**src/hdl/cpg_pkg.sv**
```systemverilog
// package for the cyclic pulse generator: register map, encodings, timing
package cpg_pkg;

	// register byte offsets
	localparam logic [11:0] CPG_CFG_OFF      = 12'h000;
	localparam logic [11:0] CPG_WIDTH_OFF    = 12'h004;
	localparam logic [11:0] CPG_TIMEOUT_OFF  = 12'h008;
	localparam logic [11:0] CPG_STATUS_OFF   = 12'h00C;

	// cfg register field positions
	localparam int CPG_CFG_TBASE_LSB  = 0;
	localparam int CPG_CFG_UNIT_LSB   = 2;
	localparam int CPG_CFG_COUNT_LSB  = 4;
	localparam int CPG_CFG_MSUNIT_BIT = 8;
	localparam int CPG_CFG_POL_BIT    = 9;
	localparam int CPG_CFG_THR_LSB    = 12;
	localparam int CPG_CFG_RELOAD_BIT = 31;

	// reset values
	localparam logic [31:0] CPG_CFG_RST     = 32'h0000_6010;
	localparam logic [31:0] CPG_WIDTH_RST   = 32'h0000_0064;
	localparam logic [31:0] CPG_TIMEOUT_RST = 32'h0000_0001;

	// limits
	localparam logic [15:0] CPG_MS_MIN      = 16'h000A;
	localparam logic [15:0] CPG_S_MIN       = 16'h0001;
	localparam logic [10:0] CPG_TIMEOUT_MAX = 11'h5A0;

	// timing: 10 MHz clock, one millisecond tick
	localparam int CPG_CLK_HZ        = 10000000;
	localparam int CPG_TICK_US       = 1000;
	localparam int CPG_TICK_CYC      = CPG_CLK_HZ / 1000000 * CPG_TICK_US;
	localparam int CPG_MS_PER_S      = 1000;
	localparam int CPG_S_PER_MIN     = 60;

	// time base selection
	typedef enum logic [1:0] {
		CPG_TB_LOCAL    = 2'b00,
		CPG_TB_STANDARD = 2'b01,
		CPG_TB_UTC      = 2'b10
	} cpg_tbase_t;

	// cycle unit
	typedef enum logic [1:0] {
		CPG_UNIT_SEC  = 2'b00,
		CPG_UNIT_MIN  = 2'b01,
		CPG_UNIT_HOUR = 2'b10
	} cpg_unit_t;

	// synchronisation quality, lowest first
	typedef enum logic [2:0] {
		CPG_ST_TIME_NOT_VALID   = 3'b000,
		CPG_ST_CRYSTAL_SET      = 3'b001,
		CPG_ST_CRYSTAL_FREEWHEEL = 3'b010,
		CPG_ST_CRYSTAL_DISC_ON  = 3'b011,
		CPG_ST_LOCKED_SIMULATED = 3'b100,
		CPG_ST_LOCKED_DISC_OFF  = 3'b101,
		CPG_ST_FULLY_SYNCED     = 3'b110
	} cpg_sync_t;

	// output gating state
	typedef enum logic [1:0] {
		CPG_G_WAIT  = 2'b00,
		CPG_G_RUN   = 2'b01,
		CPG_G_HOLD  = 2'b10,
		CPG_G_STOP  = 2'b11
	} cpg_gate_t;

endpackage : cpg_pkg

```
**src/hdl/cpg_tick.sv**
```systemverilog
// millisecond enable divider for the cyclic pulse generator
module cpg_tick #(
	parameter int TICK_CYC = 10000
) (
	// clock and reset
	input  wire logic pclk,
	input  wire logic presetn,
	// one-cycle enable
	output logic      tick
);
	import cpg_pkg::*;

	localparam int CW = $clog2(TICK_CYC);

	logic [CW-1:0] cnt_r;

	always_ff @(posedge pclk or negedge presetn) begin
		if (!presetn) begin
			cnt_r <= '0;
			tick  <= 1'b0;
		end else if (cnt_r == CW'(TICK_CYC - 1)) begin
			cnt_r <= '0;
			tick  <= 1'b1;
		end else begin
			cnt_r <= cnt_r + 1'b1;
			tick  <= 1'b0;
		end
	end
endmodule // cpg_tick

```
**src/hdl/cpg_top.sv**
```systemverilog
// cyclic pulse generator: apb registers, schedule, status gating, output
//
// Contract
// - schedule follows a chosen time base: local, standard or universal.
// - second cycles of 1,2,3,4,5,6,10,12,15,20,30 seconds.
// - minute cycles of 1,2,3,4,5,6,10,12,15,20,30 minutes.
// - hour cycles of 1,2,3,4,6,8,12,24 hours.
// - ms width at least 10; at most cycle-10ms up to 1min, else 65535.
// - s width at least 1; at most cycle-1s up to 12h, else 65535.
// - ms width units only allowed with a one-second cycle.
// - polarity selectable: high-active or low-active pulse.
// - holdover timeout from one minute to twenty-four hours.
// - pulses when status is at or above the threshold.
// - after reaching threshold, keep pulsing below it until timeout ends.
// - no pulses from startup until threshold first reached.
// - after timeout expires, stop until threshold met again.
// - seven sync states ranked from invalid up to fully synced.
// - new parameters take effect completely only after a reset; presetn restores defaults, so they are applied by the soft reload bit of cfg.
module cpg_top
	import cpg_pkg::*;
#(
	parameter int TICK_CYC = CPG_TICK_CYC
) (
	// apb slave
	input  wire logic        pclk,
	input  wire logic        presetn,
	input  wire logic        psel,
	input  wire logic        penable,
	input  wire logic        pwrite,
	input  wire logic [11:0] paddr,
	input  wire logic [31:0] pwdata,
	output logic [31:0]      prdata,
	output logic             pready,
	output logic             pslverr,
	// time of day for each base, from the board timebase
	input  wire logic [16:0] tod_local_sec,
	input  wire logic [16:0] tod_standard_sec,
	input  wire logic [16:0] tod_utc_sec,
	input  wire logic        tod_sec_strobe,
	input  wire cpg_sync_t   sync_status,
	// pulse output
	output logic             pulse_out
);
	import cpg_pkg::*;

	// software side registers, written any time
	logic [31:0] cfg_r;
	logic [15:0] width_r;
	logic [10:0] timeout_r;
	// active copies, loaded at reset release and again after a soft reload
	logic [31:0] act_cfg_r;
	logic [15:0] act_width_r;
	logic [10:0] act_tmo_r;
	logic        loaded_r;

	// cycle tables: allowed counts per unit
	function automatic logic [4:0] cpg_count(input logic [3:0] idx, input cpg_unit_t u);
		logic [4:0] sm [0:10];
		logic [4:0] hr [0:7];
		sm = '{5'd1, 5'd2, 5'd3, 5'd4, 5'd5, 5'd6, 5'd10, 5'd12, 5'd15, 5'd20, 5'd30};
		hr = '{5'd1, 5'd2, 5'd3, 5'd4, 5'd6, 5'd8, 5'd12, 5'd24};
		if (u == CPG_UNIT_HOUR) begin
			cpg_count = (idx < 4'd8) ? hr[idx[2:0]] : 5'd0;
		end else begin
			cpg_count = (idx < 4'd11) ? sm[idx] : 5'd0;
		end
	endfunction

	// cycle length in seconds
	function automatic logic [16:0] cpg_cycle_sec(input logic [31:0] c);
		logic [16:0] n;
		n = {12'h000, cpg_count(c[CPG_CFG_COUNT_LSB +: 4], cpg_unit_t'(c[CPG_CFG_UNIT_LSB +: 2]))};
		case (cpg_unit_t'(c[CPG_CFG_UNIT_LSB +: 2]))
			CPG_UNIT_SEC:  cpg_cycle_sec = n;
			CPG_UNIT_MIN:  cpg_cycle_sec = 17'(n * 17'd60);
			CPG_UNIT_HOUR: cpg_cycle_sec = 17'(n * 17'd3600);
			default:       cpg_cycle_sec = 17'h00000;
		endcase
	endfunction

	// holdover minutes kept inside one minute .. one day, so a readback is always legal
	function automatic logic [10:0] cpg_tmo_clamp(input logic [31:0] v);
		if (v == 32'h0000_0000) begin
			cpg_tmo_clamp = 11'h001;
		end else if (v > {21'h0_0000, CPG_TIMEOUT_MAX}) begin
			cpg_tmo_clamp = CPG_TIMEOUT_MAX;
		end else begin
			cpg_tmo_clamp = v[10:0];
		end
	endfunction

	logic        apb_wr;
	logic        apb_rd;
	logic        addr_ok;
	assign apb_wr  = psel && penable && pwrite;
	assign apb_rd  = psel && !penable && !pwrite;
	assign addr_ok = (paddr == CPG_CFG_OFF) || (paddr == CPG_WIDTH_OFF) ||
	                 (paddr == CPG_TIMEOUT_OFF) || (paddr == CPG_STATUS_OFF);

	// register writes
	always_ff @(posedge pclk or negedge presetn) begin
		if (!presetn) begin
			cfg_r     <= CPG_CFG_RST;
			width_r   <= CPG_WIDTH_RST[15:0];
			timeout_r <= CPG_TIMEOUT_RST[10:0];
		end else if (apb_wr) begin
			case (paddr)
				CPG_CFG_OFF:     cfg_r     <= pwdata & ~(32'h0000_0001 << CPG_CFG_RELOAD_BIT);
				CPG_WIDTH_OFF:   width_r   <= pwdata[15:0];
				CPG_TIMEOUT_OFF: timeout_r <= cpg_tmo_clamp(pwdata);
				default: ;
			endcase
		end
	end

	// validity of the active setting
	logic [16:0] cyc_sec;
	logic        ms_unit;
	logic        cfg_ok;
	logic [16:0] wmax;
	always_comb begin
		cyc_sec = cpg_cycle_sec(act_cfg_r);
		ms_unit = act_cfg_r[CPG_CFG_MSUNIT_BIT];
		if (ms_unit) begin
			// ms width limited by a one-second cycle, minus 10 ms
			wmax   = 17'd990;
			cfg_ok = (cyc_sec == 17'd1) && (act_width_r >= CPG_MS_MIN) &&
			         ({1'b0, act_width_r} <= wmax);
		end else begin
			wmax   = (cyc_sec <= 17'd43200) ? 17'(cyc_sec - 17'd1) : 17'h0FFFF;
			cfg_ok = (cyc_sec != 17'd0) && (act_width_r >= CPG_S_MIN) &&
			         ({1'b0, act_width_r} <= wmax);
		end
		if (act_cfg_r[CPG_CFG_TBASE_LSB +: 2] == 2'b11) begin
			cfg_ok = 1'b0;
		end
	end

	// parameters captured after reset release and again after each soft reload
	always_ff @(posedge pclk or negedge presetn) begin
		if (!presetn) begin
			act_cfg_r   <= CPG_CFG_RST;
			act_width_r <= CPG_WIDTH_RST[15:0];
			act_tmo_r   <= CPG_TIMEOUT_RST[10:0];
			loaded_r    <= 1'b0;
		end else if (!loaded_r) begin
			act_cfg_r   <= cfg_r;
			act_width_r <= width_r;
			act_tmo_r   <= timeout_r;
			loaded_r    <= 1'b1;
		end else if (apb_wr && (paddr == CPG_CFG_OFF) && pwdata[CPG_CFG_RELOAD_BIT]) begin
			// soft reset of the parameter set: copied again on the next cycle
			loaded_r    <= 1'b0;
		end
	end

	// presetn also restores register defaults, so new values are applied by the
	// soft reload bit of cfg; the bit itself is never stored.

	logic ms_tick;
	cpg_tick #(
		.TICK_CYC(TICK_CYC)
	) u_tick (
		.pclk    (pclk),
		.presetn (presetn),
		.tick    (ms_tick)
	);

	// chosen time base
	logic [16:0] tod_sel;
	always_comb begin
		case (cpg_tbase_t'(act_cfg_r[CPG_CFG_TBASE_LSB +: 2]))
			CPG_TB_LOCAL:    tod_sel = tod_local_sec;
			CPG_TB_STANDARD: tod_sel = tod_standard_sec;
			CPG_TB_UTC:      tod_sel = tod_utc_sec;
			default:         tod_sel = tod_utc_sec;
		endcase
	end

	// synchronise the timebase inputs
	logic        strb_s1_r, strb_s2_r, strb_s3_r;
	logic [16:0] tod_s1_r, tod_s2_r;
	logic [2:0]  st_s1_r, st_s2_r;
	always_ff @(posedge pclk or negedge presetn) begin
		if (!presetn) begin
			strb_s1_r <= 1'b0;
			strb_s2_r <= 1'b0;
			strb_s3_r <= 1'b0;
			tod_s1_r  <= '0;
			tod_s2_r  <= '0;
			st_s1_r   <= '0;
			st_s2_r   <= '0;
		end else begin
			strb_s1_r <= tod_sec_strobe;
			strb_s2_r <= strb_s1_r;
			strb_s3_r <= strb_s2_r;
			tod_s1_r  <= tod_sel;
			tod_s2_r  <= tod_s1_r;
			st_s1_r   <= sync_status;
			st_s2_r   <= st_s1_r;
		end
	end

	logic sec_edge;
	assign sec_edge = strb_s2_r && !strb_s3_r;

	// boundary: time of day divisible by cycle
	logic boundary;
	assign boundary = sec_edge && cfg_ok && ((tod_s2_r % cyc_sec) == 17'd0);

	// pulse width timing, in ms or s
	logic [16:0] wcnt_r;
	logic        active_r;
	always_ff @(posedge pclk or negedge presetn) begin
		if (!presetn) begin
			wcnt_r   <= '0;
			active_r <= 1'b0;
		end else if (boundary) begin
			wcnt_r   <= {1'b0, act_width_r};
			active_r <= 1'b1;
		end else if (active_r && (ms_unit ? ms_tick : sec_edge)) begin
			if (wcnt_r <= 17'd1) begin
				active_r <= 1'b0;
				wcnt_r   <= '0;
			end else begin
				wcnt_r <= wcnt_r - 17'd1;
			end
		end
	end

	// status gating
	logic good;
	assign good = (st_s2_r >= act_cfg_r[CPG_CFG_THR_LSB +: 3]) &&
	              (st_s2_r <= CPG_ST_FULLY_SYNCED);

	cpg_gate_t   gate_r;
	logic [10:0] hold_min_r;
	logic [5:0]  hold_sec_r;
	always_ff @(posedge pclk or negedge presetn) begin
		if (!presetn) begin
			gate_r     <= CPG_G_WAIT;
			hold_min_r <= '0;
			hold_sec_r <= '0;
		end else begin
			case (gate_r)
				CPG_G_WAIT: if (good && loaded_r) gate_r <= CPG_G_RUN;
				CPG_G_RUN: begin
					if (!good) begin
						gate_r     <= CPG_G_HOLD;
						hold_min_r <= act_tmo_r;
						hold_sec_r <= 6'd0;
					end
				end
				CPG_G_HOLD: begin
					if (good) begin
						gate_r <= CPG_G_RUN;
					end else if (sec_edge) begin
						if (hold_sec_r == 6'(CPG_S_PER_MIN - 1)) begin
							hold_sec_r <= 6'd0;
							if (hold_min_r <= 11'd1) begin
								gate_r <= CPG_G_STOP;
							end else begin
								hold_min_r <= hold_min_r - 11'd1;
							end
						end else begin
							hold_sec_r <= hold_sec_r + 6'd1;
						end
					end
				end
				CPG_G_STOP: if (good) gate_r <= CPG_G_RUN;
				default: gate_r <= CPG_G_WAIT;
			endcase
		end
	end

	logic enabled;
	assign enabled = (gate_r == CPG_G_RUN) || (gate_r == CPG_G_HOLD);

	// output with polarity; inactive level while suppressed
	always_ff @(posedge pclk or negedge presetn) begin
		if (!presetn) begin
			// inactive level of the default polarity, even while reset is held
			pulse_out <= ~CPG_CFG_RST[CPG_CFG_POL_BIT];
		end else begin
			pulse_out <= (enabled && active_r) ^ ~act_cfg_r[CPG_CFG_POL_BIT];
		end
	end

	// apb read, answered in the access phase with no wait states
	always_ff @(posedge pclk or negedge presetn) begin
		if (!presetn) begin
			prdata  <= '0;
			pready  <= 1'b0;
			pslverr <= 1'b0;
		end else begin
			pready  <= psel && !penable;
			pslverr <= psel && !penable && !addr_ok;
			if (apb_rd) begin
				case (paddr)
					CPG_CFG_OFF:     prdata <= cfg_r;
					CPG_WIDTH_OFF:   prdata <= {16'h0000, width_r};
					CPG_TIMEOUT_OFF: prdata <= {21'h0_0000, timeout_r};
					CPG_STATUS_OFF:  prdata <= {24'h00_0000, cfg_ok, gate_r, active_r, loaded_r, st_s2_r};
					default:         prdata <= 32'h0000_0000;
				endcase
			end
		end
	end
endmodule // cpg_top

```
**config.mk**
```make
export PLATFORM = sky130hd
export DESIGN_NAME = cpg_top
export DESIGN_NICKNAME = d
export VERILOG_FILES = /design/src/hdl/cpg_pkg.sv /design/src/hdl/cpg_tick.sv /design/src/hdl/cpg_top.sv
export SDC_FILE = /design/constraint.sdc
export NUM_CORES = 1
export LEC_CHECK = 0
export ABC_AREA = 1
export ABC_CLOCK_PERIOD_IN_PS = 41700
export BUFFER_PORTS_ARGS = -buffer_cell sky130_fd_sc_hd__buf_2
export CORE_MARGIN = 4
export CORE_UTILIZATION = 60
export CTS_BUF_LIST = sky130_fd_sc_hd__clkbuf_4 sky130_fd_sc_hd__clkbuf_8 sky130_fd_sc_hd__clkbuf_16
export DETAILED_ROUTE_END_ITERATION = 10
export PLACE_DENSITY = 0.79
export SYNTH_ARGS = -nofsm -noshare
export SYNTH_HDL_FRONTEND = slang
export SYNTH_SLANG_ARGS = --single-unit
```
**constraint.sdc**
```tcl
create_clock -name pclk -period 41.7 [get_ports pclk]
set_clock_uncertainty 0.05 [all_clocks]
set_input_delay 8.34 -clock pclk [delete_from_list [all_inputs] [get_ports pclk]]
set_output_delay 8.34 -clock pclk [all_outputs]
set_load 0.01 [all_outputs]
```
---- After elaboration in Yosys (flattened, before gate mapping) ----
Memories as Yosys holds them, arrays and structs flattened.
Cells that the tools add are included.
word-level totals
  bits in registers ....................... 231
  memory bits (read-only) ................. 120
  output and inout bits ................... 35
  memories ................................ 2
cells by class
  add/sub/neg operators ................... 5
  $mul .................................... 2
  divide/modulo/power cells ............... 1
  magnitude comparators ................... 14
  eq/ne operators ......................... 23
  muxes and demuxes ....................... 45
  bitwise logic cells ..................... 4
  reductions and logical operators ........ 43
memory list
  name             depth  width  read ports  clocked after memory_dff  wr ports  line           RTL
  (no name shown)  16     5      1           0                         0         cpg_top.sv:65  cpg_count = (idx < 4'd11) ? sm[idx] : 5'd0;
  (no name shown)  8      5      1           0                         0         cpg_top.sv:63  cpg_count = (idx < 4'd8) ? hr[idx[2:0]] : 5'd0;
operator list
  cell                     count
  $pmux W31 S4             1
  $mux W11                 7
  $mux W17                 4
  $pmux W17 S3             1
  $mux W5                  7
  $pmux W17 S2             1
  $sub A17 B1 Y17 const B  2
  $gt A32 B11 Y1 const B   1
  $logic_not A32 Y1        1
  $eq A12 B4 Y1 const B    2
  $mux W6                  4
  $pmux W11 S2             1
  $logic_and A1 B1 Y1      18
  $eq A17 B1 Y1 const B    1
  $le A16 B17 Y1           1
  $le A17 B1 Y1 const B    1
  $le A17 B16 Y1 const B   1
  $logic_not A17 Y1        1
  $mod A17 B17 Y17         1
  $reduce_bool A17 Y1      1
  $ge A16 B1 Y1 const B    1
  $ge A16 B4 Y1 const B    1
  $le A16 B10 Y1 const B   1
  $add A14 B1 Y14 const B  1
  other kinds (34)         76

---- Longest topological paths before layout ----
Gate-level depths: netlist of run 1.
  word-level depth ........................ 18
  depth in mapped cells ................... 256
  mapped depth without buffers ............ 251

---- Cells and area by module ----
A second synthesis of run 1 with hierarchy kept.
second synthesis, totals
  cells, all modules ...................... 2920
  area total of the unflattened synthesis .. 20626.0 um2
modules (own cells, without submodules)
  module    times used  cells each  area each (um2)  sequential area each (um2)
  cpg_top   1           2817        19805.2          5348.9
  cpg_tick  1           103         820.8            375.4

---- Worst setup path after synthesis of run 1 ----
OpenSTA, ideal clock, no wires.
  path kind ............................... register to register
  start point ............................. reg act_cfg_r[5]
  end point ............................... reg wcnt_r[10]
  setup time .............................. 0.123 ns
  data arrival time ....................... 29.419 ns
  data required time ...................... 41.527 ns
  slack ................................... 12.108 ns
  stages on the path, launching flop included .. 239
  buffers on the path ..................... 6
  path through ............................ dfrtp_1 -> ha_1 -> o21ai_1 -> nand2_1 -> o21ai_0 -> inv_1 -> fa_1 -> inv_1 -> ha_1 -> ha_1 -> ha_1 -> nand2_1 -> nand2_1 -> inv_2 -> nand3b_1 -> nand3_4 -> nand2_2 -> clkinv_2 -> [203 not listed] -> nand2_1 -> nand2_1 -> nand2_1 -> nand2_1 -> nand2_1 -> a21oi_1 -> xor2_1 -> nand3_1 -> a21oi_1 -> nand3_1 -> nor2_1 -> nand2_1 -> nor2_2 -> nand2_2 -> buf_6 -> buf_6 -> nand4_1 -> nand3_2
between the ends
  longest elaborated chain between the ends .. 17
RTL lines
  element                                                                   line                          RTL
  start: declaration                                                        cpg_top.sv:51                 logic [31:0] act_cfg_r;
  start signal: assignment                                                  cpg_top.sv:147                act_cfg_r <= cfg_r;
  $not A4 Y5 (not written as such) / $not A3 Y4 (equally long branches)     cpg_top.sv:65, cpg_top.sv:63
  $mem_v2 Z16 W5 / $mem_v2 Z8 W5 (equally long branches)                    -
  $mux W5, on equally long branches (3 in series)                           cpg_top.sv:65, cpg_top.sv:63
  $mux W5 *                                                                 cpg_top.sv:62                 if (u == CPG_UNIT_HOUR) begin
  $mul A5 B8 Y13 / $mul A5 B4 Y9 (equally long branches)                    cpg_top.sv:76, cpg_top.sv:75
  $pmux W17 S3 *                                                            cpg_top.sv:73                 case (cpg_unit_t'(c[CPG_CFG_UNIT_LSB +: 2]))
  parallel branches: the longest is 7 deep, another holds $mod A17 B17 Y17  -
  $logic_and A1 B1 Y1 *                                                     cpg_top.sv:209                assign boundary = sec_edge && cfg_ok && ((tod_s2_r % cyc_sec) == 17'd0);
  $mux W17 / $reduce_bool A2 Y1 (equally long branches)                     -
  end signal: assignment                                                    cpg_top.sv:219                wcnt_r <= {1'b0, act_width_r};
  end signal: assignment                                                    cpg_top.sv:226                wcnt_r <= wcnt_r - 17'd1;
  end: declaration                                                          cpg_top.sv:212                logic [16:0] wcnt_r;
Mark *: on every way between the ends. The select of a mux whose other input is x is not followed.
A chain may end at the register's enable or synchronous reset.

---- Final worst setup path of run 1 ----
  start point ............................. reg act_cfg_r[5]
  end point ............................... reg wcnt_r[9]
Same word-level chain as after synthesis.

==> flow_summary_export.csv, run 1 <==
group,metric,value,unit
run_status,status,"complete, no violations",
timing,slew_violations,0,
logic_synthesis,synth_nets,3245,
setup_path,crit_path_frequent_cell,"nand2_1",
timing,period_needed,37.41,ns
timing,fin_setup_tns,0,ns
placement,dp_hpwl,45.3,mm
logic_synthesis,syn_avg_cell_area,7.12,sq um
logic_synthesis,ys.flop_type,"dfrtp_1",
clock_tree,cts-htree-levels,1,
timing,whs,0.296,ns
logic_synthesis,synth.distinct_cells,66,
timing,finalSetupViolations,0,
timing,worstMarginPinSlew,1.11,ns
setup_path,worstPathArrival,37.76,ns
final_layout,fillers,2946,
logic_synthesis,ys_seq_elements,228,
route,route.vias.total,20000,
floorplan,start_util,61.4,%
final_layout,antenna_cells,0,
floorplan,ios,139,
timing,relSlewSlack,26.0,%
final_layout,layout-drive-gt1-share,12.7,%
route,routed_wl,58.4,mm
placement,place_ws,5.00,ns
final_layout,nNetsFinal,3343,
logic_synthesis,synth_edf_count,0,
logic_synthesis,synth_seq_area_share,27.6,%
floorplan,dieArea,37600,sq um
floorplan,die_h,194,um
global_routing,grt_pass1_vias,19500,
timing,clock.fmax,26.7,MHz
setup_path,startpoint_type,"flip-flop",
clock_tree,cts.sinks,228,
clock_tree,root_buffer,"clkbuf_16",
route,route.detailed.drc,0,
placement,portBuffers,137,
clock_tree,ctsHoldBuffers,0,
global_routing,grt_overflow,0,
clock_tree,clock_path_buffers,3,
floorplan,core_area,33800,sq um
timing,rsz0062_at_grt,"no",
global_routing,grtUsageTotal,30.2,%
setup_path,crit_path_max_incr_delay,0.75,ns
timing,finalHoldViolCount,0,
placement,gp_congestion,0.986,
clock_tree,cts_made_buffers,24,
final_layout,multi_input_area,13100,sq um
setup_path,cp.required,42.05,ns
flow_run,drv_cap,0,
logic_synthesis,synth_cells,2915,
route,drt_first_pass_iters,8,
logic_synthesis,yosysWarnings,0,
timing,period_share,89.7,%
route,ant_nets,0,
setup_path,cp-end-kind,"flip-flop",
floorplan,num_rows,67,
final_layout,fin_util,66.6,%
route,vias_per_cell,5.76,
logic_synthesis,async_flop_share,100,%
setup_path,critPathKind,"flip-flop to flip-flop",
route,drt_iter0_drc,1583,
timing,setup_slack,4.29,ns
setup_path,worst_path_max_delay_cell,"o21ai_0",
setup_path,path_max_fanout,20,
hold_path,hold_class,"flip-flop to flip-flop",
logic_synthesis,synth_area,20700,sq um
global_routing,antenna_found_initial,0,
clock_tree,cts_tree,"done",
global_routing,grt_pass1_wl,96.2,mm
clock_tree,postCtsSetupBuffers,0,
floorplan,die_w,194,um
clock_tree,cts_resized,0,
clock_tree,clk_latency,0.53,ns
final_layout,final-seq-area,5730,sq um
final_layout,area_growth_syn_to_layout,8.44,%
global_routing,grt_max_degree,102,
route,avgRoutedWirePerCell,16.8,um
clock_tree,path_clk_slew,0.07,ns
## stage by stage
step                instances  cell area (sq um)
floorplan                2915              20700
global placement         3435              21700
detailed placement       3435              21700
CTS                      3479              22500
global route             3479              22500
finish                   3479              22500
## layout by cell type, fill, tap and decap left out, types with 29 or more instances in the layout
cell	n
inv_1	367
a21oi_1	134
dfrtp_1	212
ha_1	217
nand2_1	766
buf_2	136
nor3_1	45
nand3_2	61
or2_2	34
nand3_1	199
xor2_1	77
xnor2_1	34
nor2_1	153
o21ai_0	171
nand4_1	48
nor4_1	30
nand2_2	29
## layer usage
metal,vias to the layer above,wire length [um],GRT usage [%]
met5,-,0,0
met4,0,2160,10.3
met3,156,4230,3.94
met2,787,26600,50.3
met1,9296,25400,41.1
li1,9802,-,-
## worst paths after layout
kind	endpoint	depth (start not counted)	slack, ns	from
hold reg to reg	st_s2_r[2]$_DFF_PN0_	0	0.30	st_s1_r[2]$_DFF_PN0_
setup / recovery	wcnt_r[9]$_DFFE_PN0P_	218	4.29	act_cfg_r[5]$_DFFE_PN0N_
setup reg to reg	wcnt_r[9]$_DFFE_PN0P_	218	4.29	act_cfg_r[5]$_DFFE_PN0N_
max in group asynchronous	tod_s2_r[7]$_DFF_PN0_	2	32.36	presetn
min in group asynchronous	prdata[18]$_DFFE_PN0P_	1	7.79	presetn
hold / removal	st_s2_r[2]$_DFF_PN0_	0	0.30	st_s1_r[2]$_DFF_PN0_
## critical path, delay by kind of cell (launching register included)
kind,cells,cell delay (ns)
xor+xnor,1,0.16
flops,1,0.43
buf+inv,29,3.64
fa+ha+maj,21,6.95
compound gates,42,8.45
simple gates,125,17.53
## state kept, by name (all words and copies together) (netlist names), 13 cells and up
signal	flops
cfg_r	31
prdata	31
tod_s1_r	17
tod_s2_r	17
wcnt_r	17
act_width_r	16
width_r	16
u_tick.cnt_r	14
act_cfg_r	13
## synth_stat cells (9+ instances only)
| library cell | count | area (sq um) |
|---|---|---|
| nand2_1 | 766 | 2880 |
| inv_1 | 367 | 1380 |
| ha_1 | 217 | 2720 |
| dfrtp_1 | 213 | 5330 |
| nand3_1 | 199 | 996 |
| o21ai_0 | 171 | 856 |
| nor2_1 | 154 | 578 |
| a21oi_1 | 134 | 671 |
| xor2_1 | 77 | 674 |
| nand3_2 | 61 | 611 |
| clkbuf_1 | 54 | 203 |
| nand4_1 | 48 | 300 |
| nor3_1 | 45 | 225 |
| or2_2 | 34 | 213 |
| xnor2_1 | 34 | 298 |
| nor4_1 | 30 | 188 |
| nand2_2 | 29 | 181 |
| and2_1 | 24 | 150 |
| o22ai_1 | 23 | 144 |
| inv_2 | 19 | 71.3 |
| o21bai_1 | 18 | 135 |
| dfstp_2 | 15 | 394 |
| o21ai_1 | 15 | 75.1 |
| a21o_1 | 14 | 105 |
| a31oi_1 | 10 | 62.6 |
| buf_4 | 10 | 75.1 |
| fa_1 | 9 | 180 |
| o211ai_1 | 9 | 67.6 |
## cell type report
cell class / instances / area share [%]
Multi-Input combinational cell: 2215 / 58.4
Sequential cell: 228 / 25.5
Inverter: 396 / 6.62
Timing Repair Buffer: 148 / 3.46
Clock buffer: 30 / 3.01
Tap cell: 448 / 2.49
Clock inverter: 14 / 0.556
## logic make-up after synthesis
| family | Yosys count | share of synthesized area, % |
|---|---|---|
| xor+xnor | 111 | 4.69 |
| simple gates | 1423 | 32.0 |
| compound gates | 454 | 12.7 |
| flops | 228 | 27.6 |
| fa+ha+maj | 226 | 14.0 |
| other cells | 1 | 0.0181 |
| buf+inv | 472 | 9.07 |
Power of run 1 is left out: the tool's default activity adds up to more than one toggle a clock period on the data nets, which glitch-free logic cannot reach.
==> run 2, diff against run 1 <==
--- a/config.mk
+++ b/config.mk
@@ -15,4 +15,5 @@
 export PLACE_DENSITY = 0.79
 export SYNTH_ARGS = -nofsm -noshare
 export SYNTH_HDL_FRONTEND = slang
+export SYNTH_HIERARCHICAL = 1
 export SYNTH_SLANG_ARGS = --single-unit
==> run 2 against run 1 <==
Against the previous run:
- worst setup slack improved by 1.0 ns
- non-clock buffer count rose by 7
- global-route usage fell by 0.65 points
- sequential cell count did not move
- die area fell by 0.54%
- fmax rose by 2.8%
- routed wire length fell by 3.0%
- register-to-register slack improved by 1.0 ns
- via count fell by 1.1%
- worst hold slack improved by 0.0023 ns
- final area rose by 0.71%
- critical path type unchanged
==> flow_summary_export.csv, run 2 <==
group,metric,value,unit
run_status,status,"complete, no violations",
clock_tree,root_buffer,"clkbuf_16",
timing,worstMarginPinSlew,1.27,ns
setup_path,r2r-start,"act_cfg_r[4]$_DFFE_PN1N_",
timing,fin_setup_tns,0,ns
placement,place_ws,5.80,ns
route,routed_wl,56.7,mm
final_layout,fillers,2887,
logic_synthesis,ys.flop_type,"dfrtp_1",
logic_synthesis,synth.distinct_cells,59,
global_routing,grt_max_degree,80,
route,avgRoutedWirePerCell,16.2,um
clock_tree,postCtsSetupBuffers,0,
setup_path,worstPathArrival,36.77,ns
global_routing,grtUsageTotal,29.6,%
floorplan,die_w,193,um
clock_tree,path_clk_slew,0.06,ns
placement,dp_hpwl,43.3,mm
route,route.vias.total,19800,
setup_path,crit_path_max_incr_delay,0.61,ns
setup_path,crit_path_start,"act_cfg_r[4]$_DFFE_PN1N_",
logic_synthesis,synth_top_area_share,25.8,%
logic_synthesis,synth.area.mux_share,0,%
floorplan,core_area,33700,sq um
global_routing,antenna_found_initial,0,
final_layout,layout_commonest_cell,"nand2_1",
placement,portBuffers,137,
route,drt_iter0_drc,1542,
setup_path,ff2ff_setup_slack,5.30,ns
logic_synthesis,syn_avg_cell_area,7.06,sq um
flow_run,drv_cap,0,
timing,setup_slack,5.30,ns
logic_synthesis,yosysWarnings,6,
logic_synthesis,yosysMostFrequentCell,"nand2_1",
timing,slew_violations,0,
final_layout,nNetsFinal,3360,
clock_tree,clk_latency,0.55,ns
setup_path,startpoint_type,"flip-flop",
clock_tree,clock_path_buffers,3,
timing,finalSetupViolations,0,
hold_path,hold_start,"tod_s1_r[16]$_DFF_PN0_",
final_layout,final_cell_count_no_fill,3496,
timing,period_needed,36.40,ns
logic_synthesis,synth_compound_area_share,13.5,%
logic_synthesis,synth_edf_count,0,
setup_path,path_max_fanout,25,
final_layout,layout-drive-gt1-share,11.8,%
route,vias_per_cell,5.67,
clock_tree,cts_made_buffers,25,
final_layout,antenna_cells,0,
final_layout,layout_common_cells,"nand2_1, inv_1, ha_1",
floorplan,die_h,193,um
logic_synthesis,synthXorXnorAreaFrac,5.05,%
placement,gp_congestion,0.990,
setup_path,cp-end-kind,"flip-flop",
floorplan,start_util,61.2,%
floorplan,ios,139,
timing,whs,0.298,ns
logic_synthesis,ys_seq_elements,228,
placement,dp_cells,3450,
clock_tree,cts.sinks,228,
logic_synthesis,synth_top_family_by_area,"simple AND/OR/NAND/NOR gates",
route,ant_nets,0,
clock_tree,cts_tree,"done",
logic_synthesis,synth_area,20600,sq um
clock_tree,ctsHoldBuffers,0,
global_routing,grt_pass1_vias,19700,
final_layout,top_regs,"cfg_r: 31 flops, prdata: 31 flops",
setup_path,worst_path_max_delay_cell,"fa_1",
route,drt_first_pass_iters,5,
logic_synthesis,synth_seq_area_share,27.8,%
global_routing,grt_pass1_wl,94.3,mm
clock_tree,cts_resized,0,
logic_synthesis,synth_nets,3251,
logic_synthesis,synthAdderAreaFrac,14.1,%
global_routing,grt_overflow,0,
final_layout,final-seq-area,5730,sq um
floorplan,dieArea,37400,sq um
setup_path,crit_path_frequent_cell,"nand2_1",
logic_synthesis,synth_common_cells,"nand2_1, inv_1, ha_1, dfrtp_1, o21ai_0",
setup_path,critPathKind,"flip-flop to flip-flop",
timing,rsz0062_at_grt,"no",
logic_synthesis,yosys.area.top_type,"dfrtp_1",
timing,relSlewSlack,15.2,%
logic_synthesis,synthSimpleGateAreaFrac,30.1,%
timing,period_share,87.3,%
route,route.detailed.drc,0,
clock_tree,cts-htree-levels,1,
timing,finalHoldViolCount,0,
final_layout,multi_input_area,13000,sq um
logic_synthesis,synth_area_leaders,"dfrtp_1, nand2_1, ha_1",
timing,clock.fmax,27.5,MHz
logic_synthesis,synth_cells,2920,
logic_synthesis,async_flop_share,100,%
setup_path,cp.required,42.07,ns
final_layout,area_growth_syn_to_layout,9.83,%
hold_path,hold_class,"flip-flop to flip-flop",
floorplan,num_rows,67,
## run 2: worst max-delay path, delay by kind of cell (launching register included)
family                   cells  cell delay (ns)
flip-flops                   1             0.57
AND/OR/NAND/NOR            110            14.45
XOR/XNOR                     1             0.14
adder cells (fa/ha/maj)     20             6.90
buffers and inverters       32             3.51
AO/OA/AOI/OAI               51            10.49
## run 2: kinds of logic after synthesis
logic type      after synthesis
simple gates               1357
buf+inv                     502
compound gates              486
flops                       228
fa+ha+maj                   227
xor+xnor                    119
other cells                   1
## run 2: layer usage
layer  track usage (%)  wire length, um
met2              51.0            26200
met5                 0                0
met4              11.6             2550
met3              3.79             3700
met1              37.9            24200
## run 2: area by class of cell
cell class | instances | share of cell area (%)
flip-flops and latches | 228 | 25.3
inverters | 429 | 7.13
clock inverters | 11 | 1.02
multi-input cells | 2190 | 57.2
clock buffers | 35 | 3.20
well taps | 448 | 2.47
repair buffers | 155 | 3.67
## run 2: final timing paths
kind                                        endpoint  cells past startpoint
min in group asynchronous  hold_min_r[6]$_DFFE_PN0P_                      1
max in group asynchronous     tod_s1_r[13]$_DFF_PN0_                      2
max reg2reg                    wcnt_r[7]$_DFFE_PN0P_                    214
min                           tod_s2_r[16]$_DFF_PN0_                      0
min reg2reg                   tod_s2_r[16]$_DFF_PN0_                      0
max                            wcnt_r[7]$_DFFE_PN0P_                    214
## run 2: stage by stage
step / cell area (sq um) / util (%)
final: 22700 / 67.2
after global routing: 22700 / 67.2
after detailed placement: 21700 / 64.4
after floorplan: 20600 / -
after global placement: 21700 / 64.4
after CTS: 22700 / 67.2
Power of run 2 is left out for the same reason.
